$ cat config.mk
export PLATFORM = sky130hd
export DESIGN_NAME = dfs_channel_ctrl
export DESIGN_NICKNAME = d
export VERILOG_FILES = /design/src/dfs_pkg.sv /design/src/dfs_channel_ctrl.sv
export SDC_FILE = /design/constraint.sdc
export NUM_CORES = 1
export LEC_CHECK = 0
export BUFFER_PORTS_ARGS = -buffer_cell sky130_fd_sc_hd__buf_2
export CORE_MARGIN = 4
export CORE_UTILIZATION = 25
export CTS_CLUSTER_DIAMETER = 120
export DETAILED_ROUTE_END_ITERATION = 8
export GPL_TIMING_DRIVEN = 0
export PLACE_DENSITY_LB_ADDON = 0.3
export SETUP_SLACK_MARGIN = 0.15
export SKIP_CTS_REPAIR_TIMING = 1
export SLEW_MARGIN = 30
export SYNTH_ARGS = -nofsm -noshare
export SYNTH_HDL_FRONTEND = slang
export SYNTH_SLANG_ARGS = --single-unit
$ cat constraint.sdc
create_clock -name clock_i -period 5.3 [get_ports clock_i]
set_input_delay 0.265 -clock clock_i [delete_from_list [all_inputs] [get_ports clock_i]]
set_output_delay 0.265 -clock clock_i [all_outputs]
set_load 0.02 [all_outputs]
$ cat src/dfs_pkg.sv
/*
 * dfs_pkg: constants, register map and types for the channel state
 * and frame/sync alignment controller.
 * Assumes a 32-bit register port with byte offsets on word boundaries.
 */
package dfs_pkg;
	// register port geometry, reference count, lock count and counter width
	localparam int ADDR_W = 8;
	localparam int DATA_W = 32;
	localparam int NUM_REFS_DEF = 4;
	localparam int LOCK_CNT_DEF = 16;
	localparam int CNT_W = 16;
	// register offsets
	localparam logic [7:0] OFS_CTRL = 8'h00;
	localparam logic [7:0] OFS_FORCE = 8'h04;
	localparam logic [7:0] OFS_FDIV = 8'h08;
	localparam logic [7:0] OFS_CDIV = 8'h0c;
	localparam logic [7:0] OFS_PWID = 8'h10;
	localparam logic [7:0] OFS_LTHR = 8'h14;
	localparam logic [7:0] OFS_QTIM = 8'h18;
	localparam logic [7:0] OFS_STAT = 8'h1c;
	// channel_control_word_two fields, then the force register enable bit
	localparam int CTL_MODE_LSB = 0;
	localparam int CTL_SYNC_BIT = 2;
	localparam int CTL_FALL_BIT = 3;
	localparam int CTL_ALIGN_BIT = 4;
	localparam int CTL_REVERT_BIT = 5;
	localparam int CTL_W = 6;
	localparam int FRC_EN_BIT = 8;
	// status fields
	localparam int STAT_STATE_LSB = 0;
	localparam int STAT_LOCK_BIT = 4;
	localparam int STAT_SELV_BIT = 5;
	localparam int STAT_SEL_LSB = 8;
	localparam int STAT_QUAL_LSB = 16;
	// reset values
	localparam logic [CTL_W-1:0] CTRL_RST = 6'h00;
	localparam logic [CNT_W-1:0] FDIV_RST = 16'h000a;
	localparam logic [CNT_W-1:0] CDIV_RST = 16'h0004;
	localparam logic [CNT_W-1:0] LTHR_RST = 16'h0010;
	localparam logic [CNT_W-1:0] QTIM_RST = 16'h0100;
	localparam logic [1:0] PWID_RST = 2'h0;
	// channel_operating_mode encodings
	typedef enum logic [1:0] {
		MODE_AUTO,
		MODE_FORCE_LOCK,
		MODE_FORCE_FREE,
		MODE_FORCE_HOLD
	} dfs_mode_e;
	// automatic state machine states
	typedef enum logic [2:0] {
		free_run_state,
		lock_acquisition_state,
		locked_state,
		holdover_state,
		lock_recovery_state
	} dfs_state_e;
	// pulse width select to half-period ticks of the output clock
	function automatic logic [4:0] dfs_pulse_ticks(input logic [1:0] sel);
		case (sel)
			2'h0: dfs_pulse_ticks = 5'h02;
			2'h1: dfs_pulse_ticks = 5'h04;
			2'h2: dfs_pulse_ticks = 5'h08;
			default: dfs_pulse_ticks = 5'h10;
		endcase
	endfunction : dfs_pulse_ticks
	// divider value with zero read as one
	function automatic logic [CNT_W-1:0] dfs_nz(input logic [CNT_W-1:0] v);
		dfs_nz = (v == 16'h0000) ? 16'h0001 : v;
	endfunction : dfs_nz
endpackage : dfs_pkg

$ cat src/dfs_channel_ctrl.sv
/*
 * dfs_channel_ctrl: one timing channel's operating-state machine,
 * reference qualification and selection, lock detect, and alignment
 * of the output clock and output frame/sync pulse to an input pulse.
 * Assumes alarms and phase error come from logic on clock_i, and the
 * reference clock and pulse are asynchronous pins.
 */
// The register offsets and the address-and-strobe port are this design's own decisions.
`timescale 1ns/1ps
module dfs_channel_ctrl
	import dfs_pkg::*;
#(
	parameter int NUM_REFS = NUM_REFS_DEF,
	parameter int LOCK_CNT = LOCK_CNT_DEF,
	parameter int ERR_W = CNT_W,
	localparam int IDX_W = (NUM_REFS > 1) ? $clog2(NUM_REFS) : 1,
	localparam int LC_W = $clog2(LOCK_CNT + 1)
) (
	input wire logic clock_i,
	input wire logic resetn_i,
	input wire logic enable_i,
	input wire logic [ADDR_W-1:0] reg_addr_i,
	input wire logic [DATA_W-1:0] reg_wdata_i,
	input wire logic reg_write_i,
	input wire logic reg_read_i,
	output logic [DATA_W-1:0] reg_rdata_o,
	input wire logic associated_input_clock_i,
	input wire logic input_pulse_signal_i,
	input wire logic [NUM_REFS-1:0] ref_alarm_i,
	input wire logic signed [ERR_W-1:0] phase_error_i,
	output logic [NUM_REFS-1:0] ref_qualified_o,
	output logic [IDX_W-1:0] selected_ref_o,
	output logic selected_valid_o,
	output logic [2:0] channel_state_o,
	output logic lock_detect_o,
	output logic aligned_output_clock_o,
	output logic aligned_output_pulse_o
);
	// software registers
	logic [CTL_W-1:0] ctrl_reg; // channel_control_word_two
	logic force_en_reg; // forced reference selection
	logic [IDX_W-1:0] force_idx_reg;
	logic [CNT_W-1:0] fdiv_reg; // channel_frame_divider
	logic [CNT_W-1:0] cdiv_reg; // output clock half period
	logic [1:0] pwid_reg; // output pulse width select
	logic [ERR_W-1:0] lthr_reg; // lock threshold
	logic [CNT_W-1:0] qtim_reg; // qualification period

	// write decode
	// one strobe per cycle; unmapped offsets match nothing and are dropped
	wire wr_ctrl = reg_write_i && (reg_addr_i == OFS_CTRL);
	wire wr_force = reg_write_i && (reg_addr_i == OFS_FORCE);
	wire wr_fdiv = reg_write_i && (reg_addr_i == OFS_FDIV);
	wire wr_cdiv = reg_write_i && (reg_addr_i == OFS_CDIV);
	wire wr_pwid = reg_write_i && (reg_addr_i == OFS_PWID);
	wire wr_lthr = reg_write_i && (reg_addr_i == OFS_LTHR);
	wire wr_qtim = reg_write_i && (reg_addr_i == OFS_QTIM);

	// control field decode
	wire dfs_mode_e mode_w = dfs_mode_e'(ctrl_reg[CTL_MODE_LSB +: 2]);
	wire sync_mode_w = ctrl_reg[CTL_SYNC_BIT]; // sync instead of frame
	wire fall_sel_w = ctrl_reg[CTL_FALL_BIT]; // pulse edge select
	wire frame_alignment_enable = ctrl_reg[CTL_ALIGN_BIT];
	wire revertive_w = ctrl_reg[CTL_REVERT_BIT];

	// register writes
	always_ff @(posedge clock_i) begin
		if (!resetn_i) begin
			ctrl_reg <= CTRL_RST;
			force_en_reg <= 1'b0;
			force_idx_reg <= '0;
			fdiv_reg <= FDIV_RST;
			cdiv_reg <= CDIV_RST;
			pwid_reg <= PWID_RST;
			lthr_reg <= ERR_W'(LTHR_RST);
			qtim_reg <= QTIM_RST;
		end else if (enable_i) begin
			if (wr_ctrl) ctrl_reg <= reg_wdata_i[CTL_W-1:0];
			if (wr_force) force_en_reg <= reg_wdata_i[FRC_EN_BIT];
			if (wr_force) force_idx_reg <= reg_wdata_i[IDX_W-1:0];
			if (wr_fdiv) fdiv_reg <= reg_wdata_i[CNT_W-1:0];
			if (wr_cdiv) cdiv_reg <= reg_wdata_i[CNT_W-1:0];
			if (wr_pwid) pwid_reg <= reg_wdata_i[1:0];
			if (wr_lthr) lthr_reg <= reg_wdata_i[ERR_W-1:0];
			if (wr_qtim) qtim_reg <= reg_wdata_i[CNT_W-1:0];
		end
	end

	// ---- reference qualification ----
	logic [CNT_W-1:0] qcnt_reg [NUM_REFS]; // clear-time counters
	logic [NUM_REFS-1:0] qual_reg; // qualified references

	// an alarm drops a reference at once; coming back takes the full timer
	// the counter stops once qualified, so a long clear spell cannot wrap it
	always_ff @(posedge clock_i) begin
		if (!resetn_i) begin
			qual_reg <= '0;
			for (int i = 0; i < NUM_REFS; i++) qcnt_reg[i] <= '0;
		end else if (enable_i) begin
			for (int i = 0; i < NUM_REFS; i++) begin
				if (ref_alarm_i[i]) begin
					qcnt_reg[i] <= '0; // any alarm restarts the wait
					qual_reg[i] <= 1'b0;
				end else if (!qual_reg[i]) begin
					if (qcnt_reg[i] >= qtim_reg) qual_reg[i] <= 1'b1;
					else qcnt_reg[i] <= qcnt_reg[i] + 16'h0001;
				end
			end
		end
	end

	// ---- reference selection ----
	// a forced pick beats revertive choice; a loss falls back to the best one
	logic [IDX_W-1:0] sel_reg; // selected reference
	logic sel_valid_reg;

	// lowest index wins; index stands for priority here
	// limitation: no priority table, so equal priorities cannot be expressed
	function automatic logic [IDX_W-1:0] first_set(input logic [NUM_REFS-1:0] v);
		first_set = '0;
		for (int i = NUM_REFS - 1; i >= 0; i--) begin
			if (v[i]) first_set = IDX_W'(i);
		end
	endfunction : first_set

	wire any_qual_w = |qual_reg;
	wire [IDX_W-1:0] best_w = first_set(qual_reg);
	wire cur_ok_w = sel_valid_reg && qual_reg[sel_reg];
	wire cur_lost_w = sel_valid_reg && !qual_reg[sel_reg];
	wire force_go_w = force_en_reg && qual_reg[force_idx_reg] && (force_idx_reg != sel_reg);
	wire revert_go_w = revertive_w && cur_ok_w && (best_w < sel_reg) && !force_en_reg;
	wire lost_go_w = cur_lost_w && any_qual_w && !force_en_reg;
	// move from the selected reference to another, by force, reversion or after a loss; not the first pick
	wire switch_w = sel_valid_reg && (force_go_w || revert_go_w || lost_go_w);
	wire pick_w = !sel_valid_reg && any_qual_w;
	wire [IDX_W-1:0] target_w = force_go_w ? force_idx_reg : best_w;

	// selection update
	always_ff @(posedge clock_i) begin
		if (!resetn_i) begin
			sel_reg <= '0;
			sel_valid_reg <= 1'b0;
		end else if (enable_i) begin
			if (switch_w || pick_w) begin
				sel_reg <= target_w;
				sel_valid_reg <= 1'b1;
			end else if (cur_lost_w) begin
				sel_valid_reg <= 1'b0; // no move: nothing else qualified, or a force blocks the fallback
			end
		end
	end

	// ---- lock detector ----
	// limitation: a run of good cycles, not a filtered phase estimate
	logic [LC_W-1:0] lcnt_reg; // cycles within threshold
	// most negative error wraps; threshold never reaches it in practice
	wire [ERR_W-1:0] err_mag_w = phase_error_i[ERR_W-1] ? ERR_W'(-phase_error_i) :
		ERR_W'(phase_error_i);
	wire in_thr_w = (err_mag_w <= lthr_reg);
	wire locked_w = (lcnt_reg == LC_W'(LOCK_CNT));

	// a switch restarts the count, lock belongs to one reference
	always_ff @(posedge clock_i) begin
		if (!resetn_i) begin
			lcnt_reg <= '0;
		end else if (enable_i) begin
			if (!cur_ok_w || switch_w || !in_thr_w) lcnt_reg <= '0;
			else if (!locked_w) lcnt_reg <= lcnt_reg + LC_W'(1);
		end
	end

	// ---- operating state machine ----
	dfs_state_e state_reg;
	dfs_state_e state_next;
	wire gone_w = cur_lost_w && !any_qual_w; // selected lost, none left

	// next state; forced modes override the automatic choice
	// leaving a forced mode resumes automatic control from the forced state
	always_comb begin
		state_next = state_reg;
		case (mode_w)
			MODE_FORCE_LOCK: state_next = locked_state;
			MODE_FORCE_FREE: state_next = free_run_state;
			MODE_FORCE_HOLD: state_next = holdover_state;
			default: begin
				case (state_reg)
					free_run_state: begin
						if (cur_ok_w) state_next = lock_acquisition_state;
					end
					lock_acquisition_state: begin
						if (gone_w) state_next = free_run_state;
						else if (locked_w && !switch_w) state_next = locked_state;
					end
					locked_state: begin
						if (gone_w) state_next = holdover_state;
						else if (switch_w) state_next = lock_recovery_state;
					end
					holdover_state: begin
						if (any_qual_w) state_next = lock_recovery_state;
					end
					lock_recovery_state: begin
						if (gone_w) state_next = holdover_state;
						else if (locked_w && !switch_w) state_next = locked_state;
					end
					default: state_next = free_run_state;
				endcase
			end
		endcase
	end

	// state register
	always_ff @(posedge clock_i) begin
		if (!resetn_i) state_reg <= free_run_state;
		else if (enable_i) state_reg <= state_next;
	end

	// ---- input pin synchronisers ----
	// bit 0 associated_input_clock, bit 1 input_pulse_signal
	logic [1:0] sy1_reg; // first stage, read only by sy2
	logic [1:0] sy2_reg;
	logic [1:0] sy3_reg;
	logic [1:0] filt_reg; // accepted level
	wire [1:0] agree_w = ~(sy2_reg ^ sy3_reg);
	wire [1:0] filt_next = (agree_w & sy2_reg) | (~agree_w & filt_reg);
	wire [1:0] rise_w = filt_next & ~filt_reg;
	wire [1:0] fall_w = ~filt_next & filt_reg;

	// three stages, a change counts once stages two and three agree
	// trade-off: one extra cycle of latency buys rejection of one-sample glitches
	always_ff @(posedge clock_i) begin
		if (!resetn_i) begin
			sy1_reg <= 2'h0;
			sy2_reg <= 2'h0;
			sy3_reg <= 2'h0;
			filt_reg <= 2'h0;
		end else if (enable_i) begin
			sy1_reg <= {input_pulse_signal_i, associated_input_clock_i};
			sy2_reg <= sy1_reg;
			sy3_reg <= sy2_reg;
			filt_reg <= filt_next;
		end
	end

	// ---- alignment event ----
	// the sampled clock only covers slow references; at full rate the
	// sync path still works since it needs no clock edge
	logic armed_reg; // frame edge seen, waiting for clock rise
	wire pulse_edge_w = fall_sel_w ? fall_w[1] : rise_w[1];
	wire clk_rise_w = rise_w[0];
	wire frame_align_w = armed_reg && clk_rise_w;
	wire align_w = frame_alignment_enable &&
		(sync_mode_w ? pulse_edge_w : frame_align_w);

	// arm on the frame edge; the rise in the same cycle is not the next one
	always_ff @(posedge clock_i) begin
		if (!resetn_i) armed_reg <= 1'b0;
		else if (enable_i) begin
			if (sync_mode_w || !frame_alignment_enable) armed_reg <= 1'b0;
			else if (pulse_edge_w) armed_reg <= 1'b1;
			else if (clk_rise_w) armed_reg <= 1'b0;
		end
	end

	// ---- output clock and pulse ----
	logic [CNT_W-1:0] ocnt_reg; // half-period counter
	logic [CNT_W-1:0] fcnt_reg; // output clock periods in frame
	logic [4:0] pleft_reg; // pulse ticks remaining
	wire [CNT_W-1:0] half_w = dfs_nz(cdiv_reg);
	wire [CNT_W-1:0] frame_w = dfs_nz(fdiv_reg);
	wire tick_w = (ocnt_reg >= half_w - 16'h0001);
	wire orise_w = tick_w && !aligned_output_clock_o;
	wire fwrap_w = orise_w && (fcnt_reg >= frame_w - 16'h0001);

	// alignment restarts both dividers with a rising clock and a pulse
	// zero dividers read as one so a cleared register cannot stall the counters
	always_ff @(posedge clock_i) begin
		if (!resetn_i) begin
			ocnt_reg <= '0;
			fcnt_reg <= '0;
			pleft_reg <= 5'h00;
			aligned_output_clock_o <= 1'b0;
			aligned_output_pulse_o <= 1'b0;
		end else if (enable_i) begin
			if (align_w) begin
				ocnt_reg <= '0;
				fcnt_reg <= '0;
				aligned_output_clock_o <= 1'b1;
				aligned_output_pulse_o <= 1'b1;
				pleft_reg <= dfs_pulse_ticks(pwid_reg) - 5'h01;
			end else begin
				ocnt_reg <= tick_w ? '0 : ocnt_reg + 16'h0001;
				if (tick_w) aligned_output_clock_o <= !aligned_output_clock_o;
				if (fwrap_w) fcnt_reg <= '0;
				else if (orise_w) fcnt_reg <= fcnt_reg + 16'h0001;
				if (fwrap_w) begin
					aligned_output_pulse_o <= 1'b1;
					pleft_reg <= dfs_pulse_ticks(pwid_reg) - 5'h01;
				end else if (tick_w) begin
					if (pleft_reg == 5'h00) aligned_output_pulse_o <= 1'b0;
					else pleft_reg <= pleft_reg - 5'h01;
				end
			end
		end
	end

	// ---- status outputs and read port ----
	logic [DATA_W-1:0] rd_mux_w;
	wire [DATA_W-1:0] stat_w = (DATA_W'(state_reg) << STAT_STATE_LSB) |
		(DATA_W'(locked_w) << STAT_LOCK_BIT) |
		(DATA_W'(sel_valid_reg) << STAT_SELV_BIT) |
		(DATA_W'(sel_reg) << STAT_SEL_LSB) |
		(DATA_W'(qual_reg) << STAT_QUAL_LSB);

	// read select; unmapped offsets read zero
	always_comb begin
		case (reg_addr_i)
			OFS_CTRL: rd_mux_w = DATA_W'(ctrl_reg);
			OFS_FORCE: rd_mux_w = (DATA_W'(force_en_reg) << FRC_EN_BIT) |
				DATA_W'(force_idx_reg);
			OFS_FDIV: rd_mux_w = DATA_W'(fdiv_reg);
			OFS_CDIV: rd_mux_w = DATA_W'(cdiv_reg);
			OFS_PWID: rd_mux_w = DATA_W'(pwid_reg);
			OFS_LTHR: rd_mux_w = DATA_W'(lthr_reg);
			OFS_QTIM: rd_mux_w = DATA_W'(qtim_reg);
			OFS_STAT: rd_mux_w = stat_w;
			default: rd_mux_w = '0;
		endcase
	end

	// read data stands one cycle only; status outputs registered
	// the state output takes the next state so it matches the state register
	always_ff @(posedge clock_i) begin
		if (!resetn_i) begin
			reg_rdata_o <= '0;
			ref_qualified_o <= '0;
			selected_ref_o <= '0;
			selected_valid_o <= 1'b0;
			channel_state_o <= 3'h0;
			lock_detect_o <= 1'b0;
		end else if (enable_i) begin
			reg_rdata_o <= reg_read_i ? rd_mux_w : '0;
			ref_qualified_o <= qual_reg;
			selected_ref_o <= sel_reg;
			selected_valid_o <= sel_valid_reg;
			channel_state_o <= 3'(state_next);
			lock_detect_o <= locked_w;
		end
	end
endmodule : dfs_channel_ctrl

# Word level (Yosys, flattened, before mapping)
# Memory sizes are Yosys's and may differ from the RTL's.
# Cells that the tools add are included.
[classes] n_addsub=13 magnitude_cmp=10 n_eq_ne=23 n_mux=116 n_bitwise=23 reduce_logical=68
[op_table] operator="$mux 16" n=16
[op_table] operator="$pmux 20 s8" n=1
[op_table] operator="$add 16x1->16 const B" n=6
[op_table] operator="$ge 16x16->1" n=6
[op_table] operator="$mux 1" n=68
[op_table] operator="$mux 5" n=13
[op_table] operator="$eq 8x5->1 const B" n=4
[op_table] operator="$logic_not 16->1" n=2
[op_table] operator="$mux 32" n=1
[op_table] operator="$sub 16x1->16 const B" n=2
[op_table] operator="$reduce_and 2->1" n=13
[op_table] operator="$logic_and 1x1->1" n=24
[op_table] operator="$mux 3" n=7
[op_table] operator="$or 10x20->20" n=1
[op_table] operator="$eq 8x4->1 const B" n=2
[op_table] operator="$le 16x16->1" n=1
[op_table] operator="$neg 16->16" n=1
[op_table] operator="$pmux 3 s5" n=1
[op_table] operator="$pmux 5 s3" n=1
[op_table] operator="$sub 5x1->5 const B" n=3
[op_table] operator="$reduce_bool 3->1" n=4
[op_table] operator="$mux 2" n=5
[op_table] operator="$ne 5x5->1 const B" n=2
[op_table] operator="$or 6x10->10" n=1
[op_table] operator="other kinds (34)" n=68
[totals] regBits=178 ram_bits=64 inputBits=67 output_inout_bits=45 elab_cells=282 memories=1
[mem_list] memory="qcnt_reg" words=4 width=16 read_ports=4 rd_clocked_by_memory_dff=0 write_ports=4 line_no="dfs_channel_ctrl.sv:90" rtl="logic [CNT_W-1:0] qcnt_reg [NUM_REFS];"

# Logic depth before layout (Yosys ltp)
# Gate-level depths: netlist of run 1.
[depth] word_depth=16 depth_mapped=18 mapped_depth_nobuf=17

# Worst setup path after synthesis of run 1
# OpenSTA, ideal clock, no wires.
[synth_path] path_kind="register to register" from="register fdiv_reg[5]" to="register pleft_reg[2]" arrival_ps=4179 required_time_ps=5208 path_slack_ps=1028 stages_incl_launch_ff=18 synth_period_minus_slack_ps=4272 path_cell_list="dfxtp_1 or4_1 nor4_2 or3b_1 nor3_4 a31oi_1 ha_1 nand2_1 nor2_1 xnor2_1 ha_1 and4_1 a21oi_1 nand3_1 o211a_1 o21ai_1 mux2_2 o32ai_1"
[synth_via] elab_chain_cells=7 elab_cells_between_ends=10 cone_classes="add/sub: 1; order compare: 1; eq/ne: 1; mux: 3; reduce/logical: 4"
[synth_rtl] element="start: declaration" line_no="dfs_channel_ctrl.sv:43" rtl="logic [CNT_W-1:0] fdiv_reg;"
[synth_rtl] element="start signal: assignment" line_no="dfs_channel_ctrl.sv:81" rtl="if (wr_fdiv) fdiv_reg <= reg_wdata_i[CNT_W-1:0];"
[synth_rtl] element="$logic_not 16->1" line_no="dfs_pkg.sv:69" rtl="dfs_nz = (v == 16'h0000) ? 16'h0001 : v;"
[synth_rtl] element="$mux 16 (*)" line_no="dfs_pkg.sv:69"
[synth_rtl] element="$sub 16x1->16 (*)" line_no="dfs_channel_ctrl.sv:272" rtl="wire fwrap_w = orise_w && (fcnt_reg >= frame_w - 16'h0001);"
[synth_rtl] element="$ge 16x16->1 (*)" line_no="dfs_channel_ctrl.sv:272"
[synth_rtl] element="$logic_and 1x1->1 (*)" line_no="dfs_channel_ctrl.sv:272"
[synth_rtl] element="$ne 3x3->1 (no line) (tied with other cells)"
[synth_rtl] element="$reduce_and 3->1 (no line) or $mux 5 (tied branches)"
[synth_rtl] element="end signal: assignment" line_no="dfs_channel_ctrl.sv:289" rtl="pleft_reg <= dfs_pulse_ticks(pwid_reg) - 5'h01;"
[synth_rtl] element="end signal: assignment" line_no="dfs_channel_ctrl.sv:297" rtl="pleft_reg <= dfs_pulse_ticks(pwid_reg) - 5'h01;"
[synth_rtl] element="end signal: assignment" line_no="dfs_channel_ctrl.sv:300" rtl="else pleft_reg <= pleft_reg - 5'h01;"
[synth_rtl] element="end: declaration" line_no="dfs_channel_ctrl.sv:267" rtl="logic [4:0] pleft_reg;"
# Mark *: on every way between the ends. The rest lies on a longest branch, timed or not.
# A chain may end at the register's enable or synchronous reset.

# Final worst setup path of run 1
[layout_path] from="register cdiv_reg[9]" to="register fcnt_reg[11]"
[layout_via] elab_chain_cells=8 elab_cells_between_ends=10 cone_classes="add/sub: 1; order compare: 1; mux: 3; reduce/logical: 5"
[layout_rtl] element="start: declaration" line_no="dfs_channel_ctrl.sv:44" rtl="logic [CNT_W-1:0] cdiv_reg;"
[layout_rtl] element="start signal: assignment" line_no="dfs_channel_ctrl.sv:82" rtl="if (wr_cdiv) cdiv_reg <= reg_wdata_i[CNT_W-1:0];"
[layout_rtl] element="$logic_not 16->1" line_no="dfs_pkg.sv:69"
[layout_rtl] element="$mux 16 (*)" line_no="dfs_pkg.sv:69"
[layout_rtl] element="$sub 16x1->16 (*)" line_no="dfs_channel_ctrl.sv:270" rtl="wire tick_w = (ocnt_reg >= half_w - 16'h0001);"
[layout_rtl] element="$ge 16x16->1 (*)" line_no="dfs_channel_ctrl.sv:270"
[layout_rtl] element="$logic_and 1x1->1 (*)" line_no="dfs_channel_ctrl.sv:271" rtl="wire orise_w = tick_w && !aligned_output_clock_o;"
[layout_rtl] element="$logic_and 1x1->1" line_no="dfs_channel_ctrl.sv:272"
[layout_rtl] element="$reduce_bool 3->1 (no line) or $mux 16 (tied branches)"
[layout_rtl] element="$reduce_and 2->1 (no line) or $mux 16 (tied branches)"
[layout_rtl] element="end signal: assignment" line_no="dfs_channel_ctrl.sv:294" rtl="else if (orise_w) fcnt_reg <= fcnt_reg + 16'h0001;"
[layout_rtl] element="end: declaration" line_no="dfs_channel_ctrl.sv:266" rtl="logic [CNT_W-1:0] fcnt_reg;"
# Marks and branches as above.

==> reports/results.env, run 1 <==
FINAL-HOLD-VIOLATION-COUNT=0
FINAL.FILL_COUNT=6075
SYNTH_AREA_LEADERS='dfxtp_1 23%, edfxtp_1 14%, ha_1 11%'
GRT_START_MAX_NET_PINS=15
FMAX_MHz=205.9
SETUP_WS_NS=0.4433
CLOCK_SINK_COUNT=230
SHARE_OF_POST_ROUTE_CELLS_WITH_DRIVE_STRENGTH_ABOVE_1_PCT=10.59
SETUP.WORST_PATH.END_CLASS='flip-flop'
POST_SYNTHESIS_MUX_AREA_SHARE_PCT=3.045
FP-ROW-COUNT=87
CLOCK_TREE.ROOT_CELL='clkbuf_16'
NUMBER_OF_GLOBAL_ROUTE_VIAS_BEFORE_REPAIR=12019
LARGEST_REG_FLOPS=64
CAP_VIOL_MAX_COUNT=0
CP.REQUIRED_NS=5.78
LEAKAGE_POWER_uW=0.006420
CLK_TRANSITION_REPORTED_PATHS_NS=0.06
FIRST_PASS_ITERS=5
FINALCRITICALPERIOD_NS=4.857
SYN_TO_FINAL_GROWTH_PCT=17.33
AVERAGE_VIAS_PER_PLACED_INSTANCE=4.936
WIRELENGTH_UM=45520
CLOCK-SKEW-FINAL_NS=0.03459
RSZ_0062_RAISED_AFTER_GLOBAL_ROUTING='false'
CLOCK_LATENCY_NS=0.58
TIGHTEST_SLEW_NS=1.022
SYNTH_FA_HA_AREA_SHARE_PCT=11.51
WORST_HOLD_PATH.NUM_CELLS=3
HOLD_CLASS='input port to flip-flop'
DIE_AREA_UM2=60750
GRT_PASS1_WL_UM=69080
SYNTH_EDF_COUNT=64
SYNTH.FF_LATCH_COUNT=230
NETLIST-CELL-TYPE-COUNT=81
POST_SYNTH_MOST_FREQUENT_CELLS='230 x nand2_1, 190 x nor2_1, 166 x dfxtp_1'
PORT_BUFFERS=81
SYNTH_SIMPLE_GATE_AREA_SHARE_PCT=21.43
DETAILEDROUTE.FIRSTITERATIONVIOLATIONS=949
DIE-HEIGHT_UM=246.5
POST-ROUTE-CELL-AREA_UM2=16680
DOMINANT_COMBINATIONAL_CELL_FAMILY_BY_AREA_AFTER_SYNTHESIS='simple AND/OR/NAND/NOR gates'
CP_MAX_FO=8
P_PER_AREA_nW_PER_UM2=266.7
CRITICAL_PATH_CLASS='flip-flop to flip-flop'
IO-PIN-COUNT=112
CTS_TREE='yes'
YOSYS_WARNINGS=0
FP.DIEW_UM=246.5
CTS_INSERTED_BUFFERS=28
WORST_SETUP_PATH_START_KIND='flip-flop'
SYNTH_SEQ_AREA_SHARE_PCT=36.89
MAX_SLEW_MARGIN_PCT=31.29
SYNTH-COMPOUND-AREA-SHARE_PCT=15.37
SLEW_VIOLATIONS=0
OUTCOME='completed'
GRT.OVERFLOW.TOTAL=0
YOSYSMOSTFREQUENTCELL='nand2_1'
DETAIL_ROUTE.DRC_VIOLATIONS=0
RR_WORST_DEPTH=18
SYNTHESIS.AREA_UM2=14220
POSTPLACECELLAREA_UM2=15680
FINALSETUPVIOLATIONS=0
PRECTSSETUPSLACK_NS=0.01669
PLACEABLECOREAREA_UM2=56390
NUMBER_OF_ANTENNA_VIOLATIONS_AT_THE_FIRST_CHECK_IN_GLOBAL_ROUTING=3
SYNTH_LARGEST_TYPE_AREA_FRACTION_PCT=23.37
POST_SYNTH_XOR_AREA_FRACTION_PCT=7.392
ARRIVAL_TIME_OF_THE_WORST_SETUP_PATH_NS=5.34
FIN_NETS=1970
SYNTH_TOP_FLOP_CELL='dfxtp_1'
SETUP_TOTAL_NEGATIVE_SLACK_NS=0
POST_DRT_WL_PER_CELL_UM=17.84
DETAILEDPLACEMENTHPWL_UM=34630
GROUTE.USAGE.OVERALL_PCT=14.46
CLOCKBUFFERDEPTH=3
MAXIMUM_VDD_IR_DROP_V=0.0002309
SYN_AVG_CELL_AREA_UM2=8.648
HTREEDEPTH=1
START_UTIL_PCT=25.21
YS_ASYNC_SR_FRACTION_PCT=0
DR_TOTAL_VIAS=12591
POST_SYNTHESIS_CELLS=1644
GLOBALPLACE.CONGESTION=0.8743
FINAL_MIN_PERIOD_OVER_CLOCK_PERIOD_PCT=91.63
TOP_CELL_TYPE_BY_TOTAL_AREA_AFTER_SYNTHESIS='dfxtp_1'
FINAL_ANTENNA_NET_COUNT=0
==> final timing paths <==
kind / to / start / slack, ns
setup reg to reg: fcnt_reg[11] / cdiv_reg[9] / 0.44
hold / removal: cdiv_reg[14] / reg_wdata_i[14] / 0.02
hold reg to reg: reg_rdata_o[9] / reg_rdata_o[9] / 0.45
setup / recovery: fcnt_reg[11] / cdiv_reg[9] / 0.44
==> metrics by stage <==
stage	power, uW	cells	utilization [%]	hold WS, ns
2_1_floorplan	2375	1655	-	0.3890
3_3_place_gp	2548	2492	27.68	0.4349
3_5_place_dp	2574	2496	27.81	0.4420
4_1_cts	4478	2547	29.43	-0.09109
5_1_grt	4623	2551	29.58	0.008105
6_report	4449	2551	29.58	0.01575
==> metal layers <==
metal | vias to the layer above | GRT usage, % | share of wire [%]
li1 | 6092 | - | -
met1 | 6083 | 19.88 | 46
met2 | 344 | 23.25 | 45
met3 | 72 | 2.351 | 5.8
met4 | 0 | 4.455 | 3.3
met5 | - | 0 | 0
==> layout by cell type (no fill, tap or decap), types with 8 or more instances in the layout <==
cell type    n
o21a_1      10
a21oi_1    109
nand4_1     37
nor2_1     190
xnor2_1     49
a22o_1      12
nand3_1     54
buf_4       14
conb_1      12
a21o_1      34
inv_1       76
a22oi_1     11
xor2_1      71
ha_1       130
nand2b_1    13
o21ai_0     41
o211ai_1     8
or3_1       10
edfxtp_1    64
a211oi_1    10
nor2b_1     11
mux2i_1     32
and4_1      10
o31ai_1      8
nand2_1    227
clkbuf_16   30
and3_1      23
clkbuf_1    54
a221oi_1    11
dfxtp_1    166
nor3_1      31
buf_2       85
==> area by class of cell <==
| type | instances | area, um2 | share of cell area (%) |
|---|---|---|---|
| clock buffers | 42 | 845.8 | 5.071 |
| repair buffers | 88 | 478.0 | 2.865 |
| flip-flops and latches | 230 | 5245 | 31.44 |
| clock inverters | 9 | 65.06 | 0.3900 |
| multi-input cells | 1276 | 8477 | 50.82 |
| diodes | 1 | 2.502 | 0.01500 |
| inverters | 77 | 289.0 | 1.733 |
| well taps | 756 | 945.9 | 5.671 |
| plain buffers | 72 | 332.8 | 1.995 |
==> worst max-delay path: stages, from the launching register on <==
cell	delay (ns)
dfxtp_1	0.42
or4_1	0.60
or3_1	0.36
nor3b_2	0.24
a21oi_1	0.13
ha_1	0.21
nor3b_1	0.19
nand2_1	0.15
nor2_1	0.07
xnor2_1	0.15
ha_1	0.30
nand2_1	0.05
o21ai_1	0.20
a41oi_1	0.11
o311ai_4	0.46
buf_4	0.26
nand2_1	0.17
or4_1	0.55
a21oi_1	0.14
==> power by group <==
| group | leakage, uW | switching, uW | internal [uW] |
|---|---|---|---|
| clock network | 0.000445 | 799 | 1100 |
| logic | 0.00395 | 348 | 231 |
| registers | 0.00203 | 82.1 | 1890 |
| total | 0.00642 | 1230 | 3220 |
==> kinds of logic after synthesis <==
group / Yosys count
other: 1
DFF: 230
AOI/OAI and AO/OA: 323
and+or+nand+nor: 651
muxes: 39
buffers and inverters: 149
xor gates and xnor gates: 120
adders and majority gates: 131
Note: power is estimated with default switching activity, not from simulation.
==> inputs of run 2 (changes only) <==
Settings changed: MAX_ROUTING_LAYER set to met4.
==> run 2 against run 1 <==
Compared with the run above:
- final cell count unchanged
- register-to-register slack got worse by 0.02 ns
- global-route usage increased by 0.41 points
- clock power about the same
- non-clock buffer count unchanged
- critical path depth unchanged
- critical path type unchanged
==> reports/results.env, run 2 (synthesis results as in run 1) <==
OUTCOME='completed'
FINAL_CORE_UTILIZATION_PCT=29.58
LAYOUT_COMMONEST_CELL='nand2_1'
CTS_INSERTED_BUFFERS=28
GLOBALPLACE.CONGESTION=0.8887
TOP_LIBRARY_CELLS_BY_USAGE_IN_THE_LAYOUT_FILL_AND_TAPS_ASIDE='227 x nand2_1, 190 x nor2_1, 166 x dfxtp_1, 130 x ha_1, 109 x a21oi_1'
START_UTIL_PCT=25.21
NUMBER_OF_ANTENNA_VIOLATIONS_AT_THE_FIRST_CHECK_IN_GLOBAL_ROUTING=2
MAX_SLEW_MARGIN_PCT=32.09
FMAX_MHz=204.9
ARRIVAL_TIME_OF_THE_WORST_SETUP_PATH_NS=5.36
PORT_BUFFERS=81
SLEW_VIOLATIONS=0
POST_DRT_WL_PER_CELL_UM=17.85
CRIT_CHAIN='or4_1 -> or3_1 -> nor3b_2 -> a21oi_1 -> ha_1 -> nor3b_1 -> nand2_1 -> nor2_1 -> xnor2_1 -> ha_1 -> nand2_1 -> o21ai_1 -> a41oi_1 -> o311ai_4 -> buf_4 -> nand2_1 -> or4_1 -> a21oi_1'
P_PER_AREA_nW_PER_UM2=267.0
DIE_AREA_UM2=60750
WORST_SETUP_PATH_START_KIND='flip-flop'
CLK_TRANSITION_REPORTED_PATHS_NS=0.06
DESIGN_POWER_TOTAL_uW=4453
NUMBER_OF_GLOBAL_ROUTE_VIAS_BEFORE_REPAIR=12013
CP_MAX_FO=8
CLOCK_LATENCY_NS=0.58
POSTPLACECELLAREA_UM2=15680
GRT.OVERFLOW.TOTAL=0
HTREEDEPTH=1
DETAIL_ROUTE.DRC_VIOLATIONS=0
CAP_VIOL_MAX_COUNT=0
DIE-HEIGHT_UM=246.5
MAXIMUM_VDD_IR_DROP_V=0.0002296
LEAKAGE_POWER_uW=0.006420
CRITICAL_PATH_CLASS='flip-flop to flip-flop'
PLACEABLECOREAREA_UM2=56390
IO-PIN-COUNT=112
SHARE_OF_POST_ROUTE_CELLS_WITH_DRIVE_STRENGTH_ABOVE_1_PCT=10.59
GRT_PASS1_WL_UM=69080
CLOCK-SKEW-FINAL_NS=0.03481
DETAILEDROUTE.FIRSTITERATIONVIOLATIONS=991
AVERAGE_VIAS_PER_PLACED_INSTANCE=4.933
FINALCRITICALPERIOD_NS=4.880
SETUP_TOTAL_NEGATIVE_SLACK_NS=0
TIGHTEST_SLEW_NS=1.012
CPMAXSTAGEDELAYCELL='or4_1'
WIRELENGTH_UM=45530
AREA_OCCUPIED_BY_MULTI_INPUT_GATES_UM2=8477
DP_CELLS=2496
FP.DIEW_UM=246.5
LARGEST_REG_FLOPS=64
TIMING.CRITICAL_PATH.MODE_CELL='nand2_1'
FINAL_ANTENNA_NET_COUNT=0
DR_TOTAL_VIAS=12584
FIRST_PASS_ITERS=5
RSZ_0062_RAISED_AFTER_GLOBAL_ROUTING='false'
CLOCK_TREE.ROOT_CELL='clkbuf_16'
CTS_TREE='yes'
POST-ROUTE-CELL-AREA_UM2=16680
FINALSETUPVIOLATIONS=0
FINAL_MIN_PERIOD_OVER_CLOCK_PERIOD_PCT=92.08
GRT_START_MAX_NET_PINS=15
SYN_TO_FINAL_GROWTH_PCT=17.33
FIN_NETS=1970
HOLD_CLASS='input port to flip-flop'
FIN_CELLS=2551
FF_LATCH_AREA_UM2=5245
FINAL.FILL_COUNT=6075
CP.REQUIRED_NS=5.78
FINAL-HOLD-VIOLATION-COUNT=0
CLOCK_SINK_COUNT=230
FP-ROW-COUNT=87
SETUP.WORST_PATH.END_CLASS='flip-flop'
GROUTE.USAGE.OVERALL_PCT=14.87
CLOCKBUFFERDEPTH=3
MAXIMUM_CELL_STAGE_DELAY_ALONG_THE_CRITICAL_PATH_NS=0.61
DETAILEDPLACEMENTHPWL_UM=34630
[run 2: stage by stage]
step	setup WS, ns	hold slack [ns]
2_1_floorplan	1.028	0.3890
3_3_place_gp	0.07589	0.4349
3_5_place_dp	0.01669	0.4420
4_1_cts	0.01448	-0.09109
5_1_grt	0.1593	0.008105
6_report	0.4195	0.01517
[run 2: power by group]
group,switching (uW),internal [uW]
logic,348,231
clock network,802,1100
registers,82.3,1890
total,1230,3220
[run 2: final timing paths]
kind | startpoint | to | slack (ns) | cells past startpoint
hold reg to reg | reg_rdata_o[10] | reg_rdata_o[10] | 0.45 | 2
setup / recovery | cdiv_reg[9] | fcnt_reg[11] | 0.42 | 18
setup reg to reg | cdiv_reg[9] | fcnt_reg[11] | 0.42 | 18
hold / removal | reg_wdata_i[13] | fdiv_reg[13] | 0.02 | 3
[run 2: cell type report]
type                       count  share of cell area [%]
clock inverter                 9                  0.3900
inverter                      77                   1.733
timing repair buffer          88                   2.865
antenna                        1                 0.01500
clock buffer                  42                   5.071
sequential                   230                   31.44
tap                          756                   5.671
multi-input combinational   1276                   50.82
buffer                        72                   1.995
[run 2: metal layers]
layer	share of wire, %	track usage (%)
met2	45	23.26
met1	46	19.93
met5	0	-
met3	6.2	2.242
met4	3.1	4.455
[run 2: critical path, delay by kind of cell, from the launching register on]
family,cells,cell delay (ns)
flip-flops,1,0.43
XOR/XNOR,1,0.15
AO/OA/AOI/OAI,5,1.03
AND/OR/NAND/NOR,9,2.41
adder cells (fa/ha/maj),2,0.51
buffers and inverters,1,0.26
